`config.mk`:
```
export PLATFORM = sky130hd
export DESIGN_NAME = efmb_top
export DESIGN_NICKNAME = d
export VERILOG_FILES = /design/src/inc/efmb_pkg.sv /design/src/core/efmb_top.sv
export SDC_FILE = /design/constraint.sdc
export NUM_CORES = 1
export LEC_CHECK = 0
export ABC_CLOCK_PERIOD_IN_PS = 4800
export BUFFER_PORTS_ARGS = -buffer_cell sky130_fd_sc_hd__buf_4
export CAP_MARGIN = 20
export CORE_MARGIN = 2
export CORE_UTILIZATION = 60
export DETAILED_ROUTE_END_ITERATION = 10
export PLACE_DENSITY = 0.79
export RECOVER_POWER = 25
export SYNTH_ARGS = -nofsm -noshare
export SYNTH_HDL_FRONTEND = slang
export SYNTH_SLANG_ARGS = --single-unit
export TNS_END_PERCENT = 50
```
`constraint.sdc`:
```
create_clock -name i_ref_clk -period 4.8 [get_ports i_ref_clk]
set_input_delay 0.96 -clock i_ref_clk [delete_from_list [all_inputs] [get_ports i_ref_clk]]
set_output_delay 0.96 -clock i_ref_clk [all_outputs]
set_load 0.05 [all_outputs]
```
`src/inc/efmb_pkg.sv`:
```
/*
 * Constants, carrier types and state codes for the event flag and mask bank.
 * Assumes one 50 MHz clock domain and on-chip event sources on that clock.
 */
package efmb_pkg;

    // ==========================================================
    // Register offsets on the serial bus
    localparam logic [7:0] ADDR_FLAG0 = 8'h03;
    localparam logic [7:0] ADDR_FAULT_THERMAL_EVENT_FLAGS = 8'h04;
    localparam logic [7:0] ADDR_CONVERTER_EVENT_FLAGS = 8'h05;
    localparam logic [7:0] ADDR_TIMER_FAULT_EVENT_FLAGS = 8'h06;
    localparam logic [7:0] ADDR_CHARGE_EVENT_MASKS = 8'h07;
    localparam logic [7:0] ADDR_FAULT_THERMAL_EVENT_MASKS = 8'h08;
    localparam logic [7:0] ADDR_MASK2 = 8'h09;
    localparam logic [7:0] ADDR_MASK3 = 8'h0A;

    // ==========================================================
    // Reset values
    localparam logic [7:0] RST_FLAG  = 8'h00;
    localparam logic [7:0] RST_CHARGE_EVENT_MASKS = 8'h00;
    localparam logic [7:0] RST_FAULT_THERMAL_EVENT_MASKS = 8'h00;
    localparam logic [7:0] RST_MASK2 = 8'h71;
    localparam logic [7:0] RST_MASK3 = 8'h00;
    localparam logic [7:0] RST_PTR   = 8'h00;

    // ==========================================================
    // Flag bit positions
    localparam int B_OVP       = 7;
    localparam int B_BAT_OCP   = 5;
    localparam int B_BAT_UV    = 4;
    localparam int B_TS_COLD   = 3;
    localparam int B_TS_HOT    = 0;
    localparam int B_ADC_DONE  = 7;
    localparam int B_COMP_ONE  = 6;
    localparam int B_COMP_LAST = 4;
    localparam int B_TS_OPEN   = 0;
    localparam int B_WDOG      = 6;
    localparam int B_SAFETY    = 5;
    localparam int B_REG_OCP   = 4;
    localparam int B_ILIM_OPEN = 3;
    localparam int B_WAKE_ONE  = 2;
    localparam int B_WAKE_TWO  = 1;
    localparam int B_RST_WARN  = 0;
    localparam int B_CHG_TOP   = 6;

    // ==========================================================
    // Serial bus constants
    localparam logic [6:0] DEV_ADDR      = 7'h6B;  // Arbitrary bus address
    localparam logic [3:0] BITS_PER_BYTE = 4'h8;
    localparam logic [3:0] CNT_ZERO      = 4'h0;
    localparam logic [3:0] CNT_ONE       = 4'h1;
    localparam logic [7:0] PTR_STEP      = 8'h01;

    // Event inputs from the on-chip detectors
    typedef struct packed {
        logic [6:0] charge;      // Pulses: taper, done, ilim, path, vin reg, thermal, pgood
        logic       ovp;         // Pulse
        logic       bat_ocp;     // Pulse
        logic       bat_uv;      // Pulse
        logic [3:0] ts_region;   // Levels: cold, cool, warm, hot
        logic       adc_done;    // Pulse
        logic [2:0] comp_above;  // Levels: measurement above threshold
        logic [2:0] comp_dir;    // Levels: 1 alarm above, 0 alarm below
        logic       ts_open;
        logic       wdog;
        logic       safety;
        logic       reg_ocp;
        logic       ilim_open;
        logic       wake_one;
        logic       wake_two;
        logic       rst_warn;
    } efmb_evt_t;

    // Serial bus states
    typedef enum logic [6:0] {
        ST_IDLE     = 7'h01,
        ST_ADDR     = 7'h02,
        ST_ADDR_ACK = 7'h04,
        ST_WR       = 7'h08,
        ST_WR_ACK   = 7'h10,
        ST_RD       = 7'h20,
        ST_RD_ACK   = 7'h40
    } efmb_state_t;

endpackage

```
`src/core/efmb_top.sv`:
```
/*
 * Event flag and interrupt mask bank with its two-wire serial slave.
 * Assumes event inputs come from logic on i_ref_clk; SCL and SDA are pins.
 */
`timescale 1ns/1ns

module efmb_top
    import efmb_pkg::*;
(
    input  wire logic      i_ref_clk,
    input  wire logic      i_rstn,
    input  wire efmb_evt_t i_evt,
    input  wire logic      i_scl,
    input  wire logic      i_sda,
    output logic           o_sda_out,
    output logic           o_sda_oe_n,
    output logic           o_int_n
);

    // ==========================================================
    // Pin synchronisers
    logic        scl_s1_q, scl_s2_q, scl_s3_q;
    logic        sda_s1_q, sda_s2_q, sda_s3_q;
    logic        scl_rise, scl_fall, bus_start, bus_stop;

    // Two flops per pin, third stage for edge detection
    always_ff @(posedge i_ref_clk) begin
        if (!i_rstn) begin
            scl_s1_q <= 1'b1;
            scl_s2_q <= 1'b1;
            scl_s3_q <= 1'b1;
            sda_s1_q <= 1'b1;
            sda_s2_q <= 1'b1;
            sda_s3_q <= 1'b1;
        end else begin
            scl_s1_q <= i_scl;
            scl_s2_q <= scl_s1_q;
            scl_s3_q <= scl_s2_q;
            sda_s1_q <= i_sda;
            sda_s2_q <= sda_s1_q;
            sda_s3_q <= sda_s2_q;
        end
    end

    // Bus conditions from synchronised levels
    assign scl_rise  = scl_s2_q & ~scl_s3_q;
    assign scl_fall  = ~scl_s2_q & scl_s3_q;
    assign bus_start = scl_s2_q & scl_s3_q & sda_s3_q & ~sda_s2_q;
    assign bus_stop  = scl_s2_q & scl_s3_q & ~sda_s3_q & sda_s2_q;

    // ==========================================================
    // Register storage
    logic [7:0]  flag0_q, fault_thermal_event_flags_q, converter_event_flags_q, timer_fault_event_flags_q;
    logic [7:0]  flag0_d, fault_thermal_event_flags_d, converter_event_flags_d, timer_fault_event_flags_d;
    logic [7:0]  charge_event_masks_q, fault_thermal_event_masks_q, mask2_q, mask3_q;
    logic [7:0]  charge_event_masks_d, fault_thermal_event_masks_d, mask2_d, mask3_d;
    logic [3:0]  region_q;
    logic [2:0]  comp_met_q, comp_met;
    logic        int_n_d;
    logic [7:0]  rd_data;
    logic [7:0]  set0, set1, set2, set3;

    // ==========================================================
    // Serial slave state
    efmb_state_t st_q, st_d;
    logic [3:0]  cnt_q, cnt_d;
    logic [7:0]  shr_q, shr_d;
    logic [7:0]  ptr_q, ptr_d;
    logic        first_q, first_d;
    logic        rw_q, rw_d;
    logic        oe_n_q, oe_n_d;
    logic        wr_stb, rd_stb;

    // Read data selected by the register pointer
    always_comb begin
        unique case (ptr_q)
            ADDR_FLAG0: rd_data = flag0_q;
            ADDR_FAULT_THERMAL_EVENT_FLAGS: rd_data = fault_thermal_event_flags_q;
            ADDR_CONVERTER_EVENT_FLAGS: rd_data = converter_event_flags_q;
            ADDR_TIMER_FAULT_EVENT_FLAGS: rd_data = timer_fault_event_flags_q;
            ADDR_CHARGE_EVENT_MASKS: rd_data = charge_event_masks_q;
            ADDR_FAULT_THERMAL_EVENT_MASKS: rd_data = fault_thermal_event_masks_q;
            ADDR_MASK2: rd_data = mask2_q;
            ADDR_MASK3: rd_data = mask3_q;
            default:    rd_data = 8'h00;  // Unmapped reads as zero
        endcase
    end

    // Next state of the serial slave
    always_comb begin
        st_d    = st_q;
        cnt_d   = cnt_q;
        shr_d   = shr_q;
        ptr_d   = ptr_q;
        first_d = first_q;
        rw_d    = rw_q;
        oe_n_d  = oe_n_q;
        wr_stb  = 1'b0;
        rd_stb  = 1'b0;
        if (bus_stop) begin
            st_d   = ST_IDLE;
            oe_n_d = 1'b1;
        end else if (bus_start) begin
            st_d   = ST_ADDR;
            cnt_d  = CNT_ZERO;
            oe_n_d = 1'b1;
        end else begin
            unique case (st_q)
                ST_IDLE: begin
                    oe_n_d = 1'b1;
                end
                ST_ADDR: begin
                    if (scl_rise) begin
                        shr_d = {shr_q[6:0], sda_s2_q};
                        cnt_d = cnt_q + CNT_ONE;
                    end else if (scl_fall && cnt_q == BITS_PER_BYTE) begin
                        if (shr_q[7:1] == DEV_ADDR) begin
                            rw_d   = shr_q[0];
                            oe_n_d = 1'b0;
                            st_d   = ST_ADDR_ACK;
                        end else begin
                            st_d = ST_IDLE;
                        end
                    end
                end
                ST_ADDR_ACK: begin
                    if (scl_fall) begin
                        cnt_d = CNT_ZERO;
                        if (rw_q) begin
                            rd_stb = 1'b1;
                            shr_d  = rd_data;
                            oe_n_d = rd_data[7];
                            ptr_d  = ptr_q + PTR_STEP;
                            st_d   = ST_RD;
                        end else begin
                            oe_n_d  = 1'b1;
                            first_d = 1'b1;
                            st_d    = ST_WR;
                        end
                    end
                end
                ST_WR: begin
                    if (scl_rise) begin
                        shr_d = {shr_q[6:0], sda_s2_q};
                        cnt_d = cnt_q + CNT_ONE;
                    end else if (scl_fall && cnt_q == BITS_PER_BYTE) begin
                        oe_n_d  = 1'b0;
                        first_d = 1'b0;
                        st_d    = ST_WR_ACK;
                        if (first_q) begin
                            ptr_d = shr_q;
                        end else begin
                            wr_stb = 1'b1;
                            ptr_d  = ptr_q + PTR_STEP;
                        end
                    end
                end
                ST_WR_ACK: begin
                    if (scl_fall) begin
                        oe_n_d = 1'b1;
                        cnt_d  = CNT_ZERO;
                        st_d   = ST_WR;
                    end
                end
                ST_RD: begin
                    if (scl_rise) begin
                        cnt_d = cnt_q + CNT_ONE;
                    end else if (scl_fall) begin
                        if (cnt_q == BITS_PER_BYTE) begin
                            oe_n_d = 1'b1;
                            st_d   = ST_RD_ACK;
                        end else begin
                            shr_d  = {shr_q[6:0], 1'b0};
                            oe_n_d = shr_q[6];
                        end
                    end
                end
                ST_RD_ACK: begin
                    if (scl_rise && sda_s2_q) begin
                        st_d = ST_IDLE;  // Host refused further bytes
                    end else if (scl_fall) begin
                        rd_stb = 1'b1;
                        shr_d  = rd_data;
                        oe_n_d = rd_data[7];
                        ptr_d  = ptr_q + PTR_STEP;
                        cnt_d  = CNT_ZERO;
                        st_d   = ST_RD;
                    end
                end
                default: begin
                    st_d   = ST_IDLE;
                    oe_n_d = 1'b1;
                end
            endcase
        end
    end

    // Serial slave registers
    always_ff @(posedge i_ref_clk) begin
        if (!i_rstn) begin
            st_q      <= ST_IDLE;
            cnt_q     <= CNT_ZERO;
            shr_q     <= 8'h00;
            ptr_q     <= RST_PTR;
            first_q   <= 1'b0;
            rw_q      <= 1'b0;
            oe_n_q    <= 1'b1;
            o_sda_out <= 1'b0;
        end else begin
            st_q      <= st_d;
            cnt_q     <= cnt_d;
            shr_q     <= shr_d;
            ptr_q     <= ptr_d;
            first_q   <= first_d;
            rw_q      <= rw_d;
            oe_n_q    <= oe_n_d;
            o_sda_out <= 1'b0;
        end
    end

    assign o_sda_oe_n = oe_n_q;

    // ==========================================================
    // Flag set, clear-on-read and mask writes
    always_comb begin
        comp_met = ~(i_evt.comp_above ^ i_evt.comp_dir);
        set0 = 8'h00;
        set0[B_CHG_TOP:0] = i_evt.charge;
        set1 = 8'h00;
        set1[B_OVP] = i_evt.ovp;
        set1[B_BAT_OCP] = i_evt.bat_ocp;
        set1[B_BAT_UV] = i_evt.bat_uv;
        set1[B_TS_COLD:B_TS_HOT] = i_evt.ts_region & ~region_q;
        set2 = 8'h00;
        set2[B_ADC_DONE] = i_evt.adc_done;
        set2[B_COMP_ONE:B_COMP_LAST] = comp_met & ~comp_met_q;
        set2[B_TS_OPEN] = i_evt.ts_open;
        set3 = 8'h00;
        set3[B_WDOG] = i_evt.wdog;
        set3[B_SAFETY] = i_evt.safety;
        set3[B_REG_OCP] = i_evt.reg_ocp;
        set3[B_ILIM_OPEN] = i_evt.ilim_open;
        set3[B_WAKE_ONE] = i_evt.wake_one;
        set3[B_WAKE_TWO] = i_evt.wake_two;
        set3[B_RST_WARN] = i_evt.rst_warn;
        flag0_d = ((rd_stb && ptr_q == ADDR_FLAG0) ? 8'h00 : flag0_q) | set0;
        fault_thermal_event_flags_d = ((rd_stb && ptr_q == ADDR_FAULT_THERMAL_EVENT_FLAGS) ? 8'h00 : fault_thermal_event_flags_q) | set1;
        converter_event_flags_d = ((rd_stb && ptr_q == ADDR_CONVERTER_EVENT_FLAGS) ? 8'h00 : converter_event_flags_q) | set2;
        timer_fault_event_flags_d = ((rd_stb && ptr_q == ADDR_TIMER_FAULT_EVENT_FLAGS) ? 8'h00 : timer_fault_event_flags_q) | set3;
        // charge mask write, bit 7 included
        charge_event_masks_d = (wr_stb && ptr_q == ADDR_CHARGE_EVENT_MASKS) ? shr_q : charge_event_masks_q;
        fault_thermal_event_masks_d = (wr_stb && ptr_q == ADDR_FAULT_THERMAL_EVENT_MASKS) ? shr_q : fault_thermal_event_masks_q;
        mask2_d = (wr_stb && ptr_q == ADDR_MASK2) ? shr_q : mask2_q;
        mask3_d = (wr_stb && ptr_q == ADDR_MASK3) ? shr_q : mask3_q;
        int_n_d = ~|((flag0_q & ~charge_event_masks_q) | (fault_thermal_event_flags_q & ~fault_thermal_event_masks_q)
                   | (converter_event_flags_q & ~mask2_q) | (timer_fault_event_flags_q & ~mask3_q));
    end

    always_ff @(posedge i_ref_clk) begin
        if (!i_rstn) begin
            flag0_q    <= RST_FLAG;
            fault_thermal_event_flags_q    <= RST_FLAG;
            converter_event_flags_q    <= RST_FLAG;
            timer_fault_event_flags_q    <= RST_FLAG;
            charge_event_masks_q    <= RST_CHARGE_EVENT_MASKS;
            fault_thermal_event_masks_q    <= RST_FAULT_THERMAL_EVENT_MASKS;
            mask2_q    <= RST_MASK2;
            mask3_q    <= RST_MASK3;
            region_q   <= 4'h0;
            comp_met_q <= 3'h0;
            o_int_n    <= 1'b1;
        end else begin
            flag0_q    <= flag0_d;
            fault_thermal_event_flags_q    <= fault_thermal_event_flags_d;
            converter_event_flags_q    <= converter_event_flags_d;
            timer_fault_event_flags_q    <= timer_fault_event_flags_d;
            charge_event_masks_q    <= charge_event_masks_d;
            fault_thermal_event_masks_q    <= fault_thermal_event_masks_d;
            mask2_q    <= mask2_d;
            mask3_q    <= mask3_d;
            region_q   <= i_evt.ts_region;
            comp_met_q <= comp_met;
            o_int_n    <= int_n_d;
        end
    end
endmodule

```
==> After elaboration in Yosys (flattened, before gate mapping) <==
Index checks and enable logic that the tools add are counted.
{ "word_totals": {"ff_bits": 108, "latch_bits": 0, "mem_bits_rw": 0, "mem_bits_ro": 0, "inputBits": 33, "out_inout_bits": 3, "mem_count": 0} }
{ "classes": {"addsub": 2, "n_mul": 0, "n_div": 0, "magnitude_cmp": 0, "n_eq_ne": 47, "shift": 0, "muxes": 72, "n_bitwise": 37, "n_reduce_logical": 29} }
{ "op_table": {"columns": ["cell", "count"], "rows": [
  ["$mux W8", 19],
  ["$mux W7", 11],
  ["$pmux W8 S8", 1],
  ["$pmux W7 S7", 1],
  ["$reduce_and A11 Y1", 4],
  ["$or A8 B8 Y8", 5],
  ["$ne A3 B3 Y1 const B", 11],
  ["$and A8 B8 Y8", 4],
  ["$eq A8 B3 Y1 const B", 4],
  ["$ne A2 B2 Y1 const B", 16],
  ["$not A8 Y8", 4],
  ["$pmux W8 S4", 1],
  ["$mux W1", 27],
  ["$eq A8 B4 Y1 const B", 3],
  ["$pmux W8 S3", 1],
  ["$mux W4", 4],
  ["$or A8 B7 Y8", 2],
  ["$eq A7 B7 Y1 const B", 2],
  ["$pmux W4 S3", 1],
  ["$logic_and A1 B1 Y1", 10],
  ["$not A1 Y1", 9],
  ["$reduce_and A9 Y1", 1],
  ["$add A8 B1 Y8 const B", 1],
  ["$eq A8 B2 Y1 const B", 1],
  ["32 further kinds", 44]
]} }

==> Depth between registers and ports, before layout <==
Gate-level depths: netlist of run 1.
{ "depth": {"word_depth": 10, "mapped_depth": 10, "mapped_depth_nobuf": 8} }

==> Least setup slack after synthesis of run 1 <==
OpenSTA, ideal clock, no wires.
{ "synth_timing": {"path_kind": "reg2reg", "start": "register ptr_q[0]", "end": "register shr_q[3]", "setup_time_ns": 0.131, "t_arrival_ns": 2.007, "t_required_ns": 4.669, "slack_ns": 2.661, "path_stages_with_launch": 11, "n_path_buf": 2, "period_less_slack_ns": 2.139, "cell_sequence": "dfxtp_1 -> inv_1 -> ha_1 -> clkbuf_1 -> clkbuf_1 -> a222oi_1 -> nor3_1 -> a211oi_1 -> nor2_1 -> a2111oi_0 -> nor3_1"} }
{ "synth_between": {"elab_chain_cells": 5} }
{ "synth_rtl": {"columns": ["item", "line_no", "text"], "rows": [
  ["from (decl)", "efmb_top.sv:68", "logic [7:0] ptr_q, ptr_d;"],
  ["from (signal assigned)", "efmb_top.sv:213", "ptr_q <= ptr_d;"],
  ["$eq A8 B4 Y1, or another cell as far along", "efmb_top.sv:76", "unique case (ptr_q)"],
  ["$pmux W8 S8 *", "efmb_top.sv:76", null],
  ["$mux W8 (on tied branches)", "efmb_top.sv:181, efmb_top.sv:129", null],
  ["$mux W8 (on tied branches)", "efmb_top.sv:179, efmb_top.sv:127", null],
  ["$pmux W8 S4 *", "efmb_top.sv:108", "unique case (st_q)"],
  ["to (signal assigned)", "efmb_top.sv:212", "shr_q <= shr_d;"],
  ["to (decl)", "efmb_top.sv:67", "logic [7:0] shr_q, shr_d;"]
]} }
Every way passes the cells marked *; elsewhere a longest branch is shown, timed or not. The select of a mux whose other input is x is not followed.
A chain may end at the register's enable or synchronous reset.

==> Final worst setup path of run 1 <==
{ "layout_timing": {"start": "input i_rstn", "end": "register ptr_q[6]"} }
{ "layout_lines": {"columns": ["item", "line_no", "text"], "rows": [
  ["from (decl)", "efmb_top.sv:11", "input wire logic i_rstn,"]
]} }
No word-level cell between the ends.

==> results of run 1 <==
[cells by family (layout without fill, tap and decap cells)]
logic type / after synthesis / count (layout) / synth area share [%]
buf+inv: 89 / 94 / 7.11
fa+ha+maj: 6 / 6 / 1.45
mux: 17 / 17 / 3.34
simple gates: 250 / 250 / 24.4
flops: 102 / 102 / 39.4
compound gates: 169 / 169 / 22.8
other cells: 1 / 1 / 0.0724
xor+xnor: 8 / 8 / 1.35
[cells in the mapped netlist, types with 4 or more instances]
master	instances	area [um^2]
a2111oi_0	7	61.3
a211oi_1	5	37.5
a21oi_1	61	305
a221oi_1	4	35.0
a222oi_1	8	80.1
a22o_1	15	131
a22oi_1	6	45.0
a311oi_1	5	43.8
and2_1	5	31.3
buf_1	4	15.0
buf_2	12	60.1
clkbuf_1	28	105
dfxtp_1	102	2040
ha_1	6	75.1
inv_1	42	158
mux2i_1	15	150
nand2_1	96	360
nand2b_1	17	106
nand3_1	20	100
nand4_1	6	37.5
nor2_1	34	128
nor2b_1	8	50.1
nor3_1	27	135
nor4_1	9	56.3
o21ai_0	17	85.1
o22ai_1	12	75.1
o32ai_1	6	52.6
xnor2_1	6	52.6
[cells in the final DEF (no fill, tap or decap), types with 3 or more instances in the layout]
cell       count
nor2b_1        8
nand2_1       96
nand3_1       20
clkbuf_1       3
nor4_1         9
xnor2_1        6
o21ai_0       18
dfxtp_1      102
o211ai_1       3
o32ai_1        6
nor3_1        27
a22oi_1        6
a222oi_1       8
a22o_1        15
a2111oi_0      8
nand4_1        6
ha_1           6
o2111ai_1      3
clkbuf_8       9
a311oi_1       5
nand3b_1       3
inv_1         42
buf_4         32
a211oi_1       5
a21oi_1       61
nor2_1        34
a221oi_1       4
and3_1         3
nand2b_1      17
mux2i_1       15
o211a_1        3
o22ai_1       12
and2_1         5
nor4b_1        3
[power by group through the flow]
stage	clock (mW)	combinational (mW)	sequential (mW)
finish	0.599	0.226	0.952
global route	0.641	0.249	0.956
CTS	0.610	0.234	0.950
detailed placement	0	0.232	0.969
global placement	0	0.230	0.969
floorplan	0	0.204	0.930
[sequential cells by signal (all words and copies together), names as in the netlist, 3 cells and up]
signal                       flops
charge_event_masks_q             8
fault_thermal_event_masks_q      8
mask2_q                          8
mask3_q                          8
ptr_q                            8
shr_q                            8
fault_thermal_event_flags_q      7
flag0_q                          7
st_q                             7
timer_fault_event_flags_q        7
converter_event_flags_q          5
cnt_q                            4
region_q                         4
comp_met_q                       3
[path summary, 6_finish.rpt]
kind / depth (start not counted) / from / slack [ns] / to
worst max-delay path: 4 / i_rstn / 1.73 / ptr_q[6]
worst min register to register: 1 / scl_s1_q / 0.41 / scl_s2_q
worst min-delay path: 1 / scl_s1_q / 0.41 / scl_s2_q
worst max register to register: 5 / ptr_q[7] / 2.11 / flag0_q[6]
[through the flow]
step | instances | power [mW] | worst slack (ns) | hold WS [ns]
after global placement | 735 | 1.20 | 2.11 | 0.388
after floorplan | 642 | 1.13 | 2.66 | 0.386
after global routing | 752 | 1.85 | 1.58 | 0.444
final | 752 | 1.78 | 1.73 | 0.415
after detailed placement | 735 | 1.20 | 2.03 | 0.394
after CTS | 751 | 1.79 | 2.21 | 0.419
[layout make-up]
class,count,area [um^2]
Timing Repair Buffer,36,256
Tap cell,105,131
Clock buffer,9,124
Fill cell,709,2740
Multi-Input combinational cell,451,2740
Clock inverter,7,103
Sequential cell,102,2040
Inverter,42,158
[critical path, stage by stage]
cell and delay, ns:
buf_4 0.26, inv_1 0.72, clkbuf_1 1.08, o32ai_1 0.24
[metal layers]
| metal | track usage [%] | up-vias |
|---|---|---|
| li1 | - | 2303 |
| met1 | 40.2 | 2314 |
| met2 | 51.1 | 258 |
| met3 | 7.01 | 57 |
| met4 | 8.99 | 0 |
| met5 | 0 | - |
==> summary.md, run 1 <==
| Metric | Value |
|---|---|
| Max-cap viol count | 0 |
| Root Driver | clkbuf_8 |
| Yosys Warn Count | 0 |
| WP data arrival | 3.28 ns |
| Final period utilization | 63.9% |
| Async SR Flop Fraction | 0% |
| Port buffer count | 34 |
| Yosys cell types | 66 |
| Required time worst endpoint | 5.02 ns |
| Ratio of cells with drive above 1 in the final layout | 9.43% |
| First-pass GRT wire length | 23600 um |
| Clock Skew | 0.00958 ns |
| Routed len/inst | 19.3 um |
| VDD IR max | 0.000229 V |
| Slew headroom | 7.26% |
| Placer Congestion | 0.998 |
| Inserted Clock Buffers | 9 |
| Initial Util | 62.4% |
| Total GRT Usage | 30.8% |
| Post-synthesis register bit count | 102 |
| Syn nets | 681 |
| Fmax | 0.326 GHz |
| N_diodes | 0 |
| Sink Count | 102 |
| Row cnt | 33 |
| Sw frac | 30.3% |
| Outcome | completed |
| Initial DRC Count | 585 |
| Grt total ovfl | 0 |
| Cells after Synth | 642 |
| Die ar. | 9390 um^2 |
| Mean post-synth cell area | 8.06 um^2 |
| Wire length on met2 | 7000 um |
| Synthesis-to-layout area growth | 7.32% |
| Endpoints failing setup | 0 |
| TritonRoute pass-1 iters | 6 |
| Critical path type | in2reg |
| Crit path max fanout | 46 |
| Fin nets | 681 |
| I/O pin cnt | 36 |
| Clock slew at reported path FFs | 0.11 ns |
| Hold crit path type | reg2reg |
| DRT Wirelength | 14500 um |
| Post-route design area | 5560 um^2 |
| Combinational power share | 12.7% |
| Clock share of power | 33.7% |
| Hold bufs inserted after CTS | 0 |
| Register area share after synthesis | 39.4% |
| P_int | 1.24 mW |
| Met3 WL | 1290 um |
| Post-CTS setup buffers | 0 |
| Die H | 96.9 um |
| Leakage power | 2.07 nW |
| Post-CTS Resized | 0 |
| Post-route ant nets | 0 |
| Die W | 96.9 um |
| Hold Vio Cnt, Final | 0 |
| Skew-Pair Late Insertion Delay | 0.38 ns |
| Met1 Routed Length | 5780 um |
| Switching power | 539 uW |
| Placed instance area | 5360 um^2 |
| Synth Flop Type | dfxtp_1 |
| Final Max Slew Viols | 0 |
| Final Critical Period | 3.07 ns |
| Unrepaired setup endpoints after global routing | no |
| Clk buf depth | 2 |
| DR vias/cell | 6.56 |
| # DRC | 0 |
| DP HPWL | 10400 um |
| DR vias | 4932 |
| Pin count of the biggest net entering global routing | 47 |
| Post-layout util | 66.9% |
| Antenna violations before repair | 0 |
| CP Capture Type | register |
| Worst Setup Start Kind | input pin |
| Worst-Margin Slew | 1.39 ns |
| Setup_tns | 0 ns |
| Cell area after synthesis | 5180 um^2 |
| Power per cell area | 320 nW/um^2 |
| Sequential fraction of design power | 53.6% |
| Core Box Area | 8300 um^2 |
| Post-synth EDFFs | 0 |
| H-tree depth | 3 |
| Highest metal used | met4 |
| CTS tree | built |
| Vias in the first global route | 4531 |
(Power assumes the default switching activity.)
==> run 2: changes to the inputs <==
--- a/config.mk
+++ b/config.mk
@@ -5,13 +5,13 @@
 export SDC_FILE = /design/constraint.sdc
 export NUM_CORES = 1
 export LEC_CHECK = 0
-export ABC_CLOCK_PERIOD_IN_PS = 4800
+export ABC_CLOCK_PERIOD_IN_PS = 2670
 export BUFFER_PORTS_ARGS = -buffer_cell sky130_fd_sc_hd__buf_4
 export CAP_MARGIN = 20
 export CORE_MARGIN = 2
-export CORE_UTILIZATION = 60
+export CORE_UTILIZATION = 55
 export DETAILED_ROUTE_END_ITERATION = 10
-export PLACE_DENSITY = 0.79
+export PLACE_DENSITY = 0.77
 export RECOVER_POWER = 25
 export SYNTH_ARGS = -nofsm -noshare
 export SYNTH_HDL_FRONTEND = slang
==> constraint.sdc (replaced) <==
create_clock -name i_ref_clk -period 2.67 [get_ports i_ref_clk]
set_input_delay 0.534 -clock i_ref_clk [delete_from_list [all_inputs] [get_ports i_ref_clk]]
set_output_delay 0.534 -clock i_ref_clk [all_outputs]
set_load 0.05 [all_outputs]
==> run 2 against run 1 <==
  * Sequential cell count unchanged
  * Worst setup slack got worse by 1.6 ns
  * Power increased by 77%
  * Core utilization decreased by 5.6 points
  * Non-clock buffer count increased by 14
  * Register-to-register slack got worse by 2.0 ns
==> summary.md, run 2 (synthesized netlist as in run 1, its figures left out) <==
| Metric | Value |
|---|---|
| Outcome | completed |
| TritonRoute pass-1 iters | 9 (+3) |
| Skew-Pair Late Insertion Delay | 0.39 ns (about the same) |
| Highest metal used | met4 |
| Setup crit start | st_q[4] |
| Met1 Routed Length | 6160 um (+6.4%) |
| Core Box Area | 9200 um^2 (+11%) |
| Die H | 101 um (+4.3%) |
| Slew headroom | 12.1% (+4.9 points) |
| Grt total ovfl | 0 (unchanged) |
| Post-route ant nets | 0 (unchanged) |
| Final period utilization | 94.0% |
| Port buffer count | 34 (unchanged) |
| Post-route design area | 5640 um^2 (+1.5%) |
| Placer Congestion | 1.01 (+1.6%) |
| Inserted Clock Buffers | 9 (unchanged) |
| Hold_ws | 0.334 ns (-0.0813 ns) |
| Clock slew at reported path FFs | 0.11 ns (about the same) |
| I/O pin cnt | 36 (unchanged) |
| Final Max Slew Viols | 0 (unchanged) |
| Fin nets | 695 (+2.1%) |
| Met3 WL | 1070 um (-17%) |
| Endpoints failing setup | 0 (unchanged) |
| Synthesis-to-layout area growth | 8.97% |
| Power per cell area | 557 nW/um^2 (+74%) |
| Critical path type | reg2reg |
| DR vias/cell | 6.42 (-2.0%) |
| Fmax | 0.398 GHz |
| Antenna violations before repair | 0 (unchanged) |
| Final Critical Period | 2.51 ns |
| Hold Vio Cnt, Final | 0 (unchanged) |
| Unrepaired setup endpoints after global routing | no |
| # DRC | 0 (unchanged) |
| Max-cap viol count | 0 (unchanged) |
| Worst-Margin Slew | 1.32 ns (-0.0729 ns) |
| Die ar. | 10200 um^2 (+8.7%) |
| Required time worst endpoint | 2.98 ns (-2.04 ns) |
| Hold crit path type | in2reg |
| CP max stage delay | 0.65 ns (-0.43 ns) |
| Post-CTS Resized | 0 (unchanged) |
| Most common cell after layout, fill and taps aside | dfxtp_1 |
| Initial DRC Count | 437 (-25%) |
| First-pass GRT wire length | 24500 um (+4.2%) |
| Ordered cell list for the critical path | or4_1 > a2111oi_0 > a21oi_1 > and4_4 > a2111o_1 > o21ai_1 |
| Worst Setup Start Kind | register |
| Clock Skew | 0.0140 ns (+0.00442 ns) |
| Post-CTS setup buffers | 0 (unchanged) |
| VDD IR max | 0.000276 V (+21%) |
| Total GRT Usage | 31.0% (+0.16 points) |
| DR vias | 4960 (+0.57%) |
| Ratio of cells with drive above 1 in the final layout | 11.3% (+1.9 points) |
| Placed instance area | 5480 um^2 (+2.2%) |
| Initial Util | 56.3% (-6.1 points) |
| Vias in the first global route | 4693 (+3.6%) |
| Root Driver | clkbuf_8 |
| Pin count of the biggest net entering global routing | 29 (-38%) |
| Wire length on met2 | 7250 um (+3.6%) |
| Place WS | 0.301 ns (-1.73 ns) |
| Crit path max fanout | 12 (-74%) |
| Crit Reg-Reg Startpoint | st_q[4] |
| Setup_tns | 0 ns (unchanged) |
| Commonest cells after routing, fill and taps aside | dfxtp_1 (102), nand2_1 (96), a21oi_1 (61) |
| Final worst slack | 0.159 ns (-1.57 ns) |
| Clk buf depth | 2 (unchanged) |
| DRT Wirelength | 15100 um (+3.7%) |
| N_diodes | 0 (unchanged) |
| Crit-path slowest cell | or4_1 |
| Row cnt | 35 (+6.1%) |
| Routed len/inst | 19.5 um (+1.0%) |
| Hold Crit Start | i_evt[16] |
| Hold bufs inserted after CTS | 0 (unchanged) |
| DP HPWL | 11100 um (+6.8%) |
| H-tree depth | 3 (unchanged) |
| Leakage power | 2.13 nW (+3.0%) |
| Post-layout util | 61.3% (-5.6 points) |
| CTS tree | built |
| Die W | 101 um (+4.3%) |
| CP Capture Type | register |
| Sink Count | 102 (unchanged) |
| WP data arrival | 2.82 ns (-0.46 ns) |
[run 2: final timing paths]
path	to	slack, ns	cells after the start
min	region_q[1]	0.33	3
min reg2reg	scl_s2_q	0.43	1
max	st_q[1]	0.16	6
max reg2reg	st_q[1]	0.16	6
[run 2: through the flow]
step	std cells	power, mW
detailed placement	756	2.18
finish	772	3.14
CTS	772	3.15
global route	772	3.26
floorplan	642	2.04
global placement	756	2.17
[run 2: report_power, final]
part           internal (mW)  switching (mW)
logic                  0.181           0.244
clock network          0.391           0.608
registers               1.59           0.124
[run 2: worst max-delay path: cells and delay by family (launching register included)]
| kind | cells | cell delay [ns] |
|---|---|---|
| compound gates | 4 | 1.06 |
| simple gates | 2 | 0.91 |
| flops | 1 | 0.46 |
[run 2: area by class of cell]
type / instances / area, um^2
Timing Repair Buffer: 50 / 364
Fill cell: 832 / 3560
Inverter: 42 / 158
Clock inverter: 6 / 62.6
Tap cell: 111 / 139
Sequential cell: 102 / 2040
Multi-Input combinational cell: 451 / 2740
Clock buffer: 10 / 138
[run 2: metal layers]
| metal | global-route usage [%] | up-vias |
|---|---|---|
| li1 | - | 2328 |
| met1 | 38.3 | 2317 |
| met2 | 51.6 | 256 |
| met3 | 6.52 | 59 |
| met4 | 14.2 | 0 |
| met5 | 0 | - |
==> run 3: changes to the inputs <==
--- a/config.mk
+++ b/config.mk
@@ -9,9 +9,9 @@
 export BUFFER_PORTS_ARGS = -buffer_cell sky130_fd_sc_hd__buf_4
 export CAP_MARGIN = 20
 export CORE_MARGIN = 2
-export CORE_UTILIZATION = 55
+export CORE_UTILIZATION = 50
 export DETAILED_ROUTE_END_ITERATION = 10
-export PLACE_DENSITY = 0.77
+export PLACE_DENSITY = 0.71
 export RECOVER_POWER = 25
 export SYNTH_ARGS = -nofsm -noshare
 export SYNTH_HDL_FRONTEND = slang
==> run 3 against run 2 <==
  * Non-clock buffer count shrank 4
  * Clock power grew 5%
  * Die area is 9.6% higher
  * Worst hold slack is essentially flat
  * Via count fell by 1.8%
  * Largest cell class unchanged
==> summary.md, run 3 (synthesized netlist as in run 1, its figures left out) <==
| Metric | Value |
|---|---|
| First-pass GRT wire length | 24800 um (+1.2%) |
| Ratio of cells with drive above 1 in the final layout | 11.0% (-0.39 points) |
| Final period utilization | 93.8% (-0.23 points) |
| H-tree depth | 3 (unchanged) |
| Post-CTS setup buffers | 0 (unchanged) |
| Pin count of the biggest net entering global routing | 30 (+3.4%) |
| Clk buf depth | 2 (unchanged) |
| Unrepaired setup endpoints after global routing | no |
| Final Critical Period | 2.50 ns (-0.00621 ns) |
| I/O pin cnt | 36 (unchanged) |
| Root Driver | clkbuf_8 |
| TritonRoute pass-1 iters | 5 (-4) |
| CP Capture Type | register |
| Most common cell after layout, fill and taps aside | dfxtp_1 |
| Fin nets | 691 (-0.58%) |
| Slew headroom | 23.6% (+12 points) |
| Die ar. | 11200 um^2 (+9.6%) |
| Endpoints failing setup | 0 (unchanged) |
| R2r setup slk | 0.17 ns (about the same) |
| Hold Vio Cnt, Final | 0 (unchanged) |
| Placer Congestion | 1.02 (+0.36%) |
| Setup_tns | 0 ns (unchanged) |
| Final Max Slew Viols | 0 (unchanged) |
| Crit Reg-Reg Startpoint | st_q[5] |
| Worst Setup Start Kind | register |
| Fillers | 991 (+19%) |
| Critical path type | reg2reg |
| DR vias | 4873 (-1.8%) |
| Antenna violations before repair | 0 (unchanged) |
| Hold Path Depth | 3 (unchanged) |
| Hold crit path type | in2reg |
| DR vias/cell | 6.15 (-4.4%) |
| Grt total ovfl | 0 (unchanged) |
| Reg area | 2040 um^2 (about the same) |
| Initial Util | 50.8% (-5.5 points) |
| Outcome | completed |
| Port buffer count | 34 (unchanged) |
| VDD IR max | 0.000323 V (+17%) |
| Row cnt | 37 (+5.7%) |
| Final Power | 3.19 mW (+1.5%) |
| Die H | 106 um (+4.7%) |
| Max-cap viol count | 0 (unchanged) |
| CTS tree | built |
| Synthesis-to-layout area growth | 9.23% |
| Worst hold endpoint | region_q[2] |
| Routed len/inst | 19.1 um (-2.2%) |
| Die W | 106 um (+4.7%) |
| Initial DRC Count | 404 (-7.6%) |
| Core Box Area | 10200 um^2 (+11%) |
| Commonest cells after routing, fill and taps aside | dfxtp_1 (101), nand2_1 (96), a21oi_1 (61) |
| Post-route ant nets | 0 (unchanged) |
| Hold Crit Start | i_evt[17] |
| Power per cell area | 564 nW/um^2 (+1.3%) |
| Clock Skew | 0.0208 ns (+0.00682 ns) |
| Clock slew at reported path FFs | 0.11 ns (about the same) |
| Sink Count | 102 (unchanged) |
| Inserted Clock Buffers | 9 (unchanged) |
| Vias in the first global route | 4693 (unchanged) |
| DRT Wirelength | 15200 um (+0.50%) |
| DP HPWL | 11100 um (-0.23%) |
| R2r endpoint | st_q[1] |
| Total GRT Usage | 28.5% (-2.5 points) |
| Crit path max fanout | 12 (unchanged) |
| WP data arrival | 2.84 ns (+0.02 ns) |
| # DRC | 0 (unchanged) |
| Worst-Margin Slew | 1.15 ns (-0.173 ns) |
| Leakage power | 2.10 nW (-1.3%) |
| Required time worst endpoint | 3.01 ns (+0.03 ns) |
| R2R depth | 6 (unchanged) |
| Footprint of the multi-input gates | 2750 um^2 (+0.27%) |
| N_diodes | 0 (unchanged) |
| Fmax | 0.399 GHz (+0.25%) |
| Skew-Pair Late Insertion Delay | 0.40 ns (about the same) |
[run 3: changes by cell type in the layout (fill, tap and decap cells not counted), sizes merged]
cell    previous run  this run
inv               46        45
buf               47        40
bufinv             0         1
clkbuf            13        15
clkinv             2         3
[run 3: layer usage]
| layer | track usage, % | wire [um] | up-vias |
|---|---|---|---|
| met5 | 0 | 0 | - |
| met4 | 15.5 | 708 | 0 |
| met3 | 3.53 | 860 | 54 |
| met2 | 47.5 | 7270 | 206 |
| met1 | 35.8 | 6320 | 2287 |
| li1 | - | - | 2326 |
[run 3: worst max-delay path by stage]
stage | startpoint | end | slack, ns | depth (start not counted)
floorplan | ptr_q[0] | shr_q[3] | 0.53 | 10
global placement | ptr_q[0] | shr_q[1] | 0.31 | 8
detailed placement | ptr_q[0] | shr_q[1] | 0.22 | 8
CTS | ptr_q[0] | shr_q[1] | 0.21 | 8
global route | st_q[3] | shr_q[0] | 0.02 | 6
finish | st_q[5] | st_q[1] | 0.17 | 6
[run 3: timing repair]
item / 4_1_cts / 5_1_grt
endpoints found under the setup margin: 0 / 5
hold buffers: 0 / 0
gates resized for setup: 0 / 6
[run 3: cell type report]
type                    count  area share (%)
inverters                  42            2.79
multi-input cells         451            48.6
clock buffers               9            2.19
clock inverters             7            1.55
flip-flops and latches    102            36.1
repair buffers             46            5.78
well taps                 136            3.01
[run 3: stage by stage]
step	instances	cell area [um^2]	hold WS, ns	utilization (%)	setup WS, ns
4_1_cts	793	5690	0.332	55.9	0.206
2_1_floorplan	642	5180	0.386	-	0.531
3_3_place_gp	777	5480	0.387	53.8	0.308
3_5_place_dp	777	5480	0.398	53.8	0.222
5_1_grt	793	5650	0.340	55.5	0.0177
6_report	793	5650	0.334	55.5	0.166
[run 3: worst max-delay path, stage by stage (launching register included)]
cell and delay (ns):
dfxtp_1 0.48, or4_1 0.64, a2111oi_0 0.49, a21oi_1 0.10, and4_1 0.35, a2111o_1 0.32
o21ai_1 0.07
[run 3: report_power, final]
group	switching, mW	internal, mW
Clock	0.598	0.455
Sequential	0.123	1.59
Combinational	0.250	0.173
Total	0.970	2.22
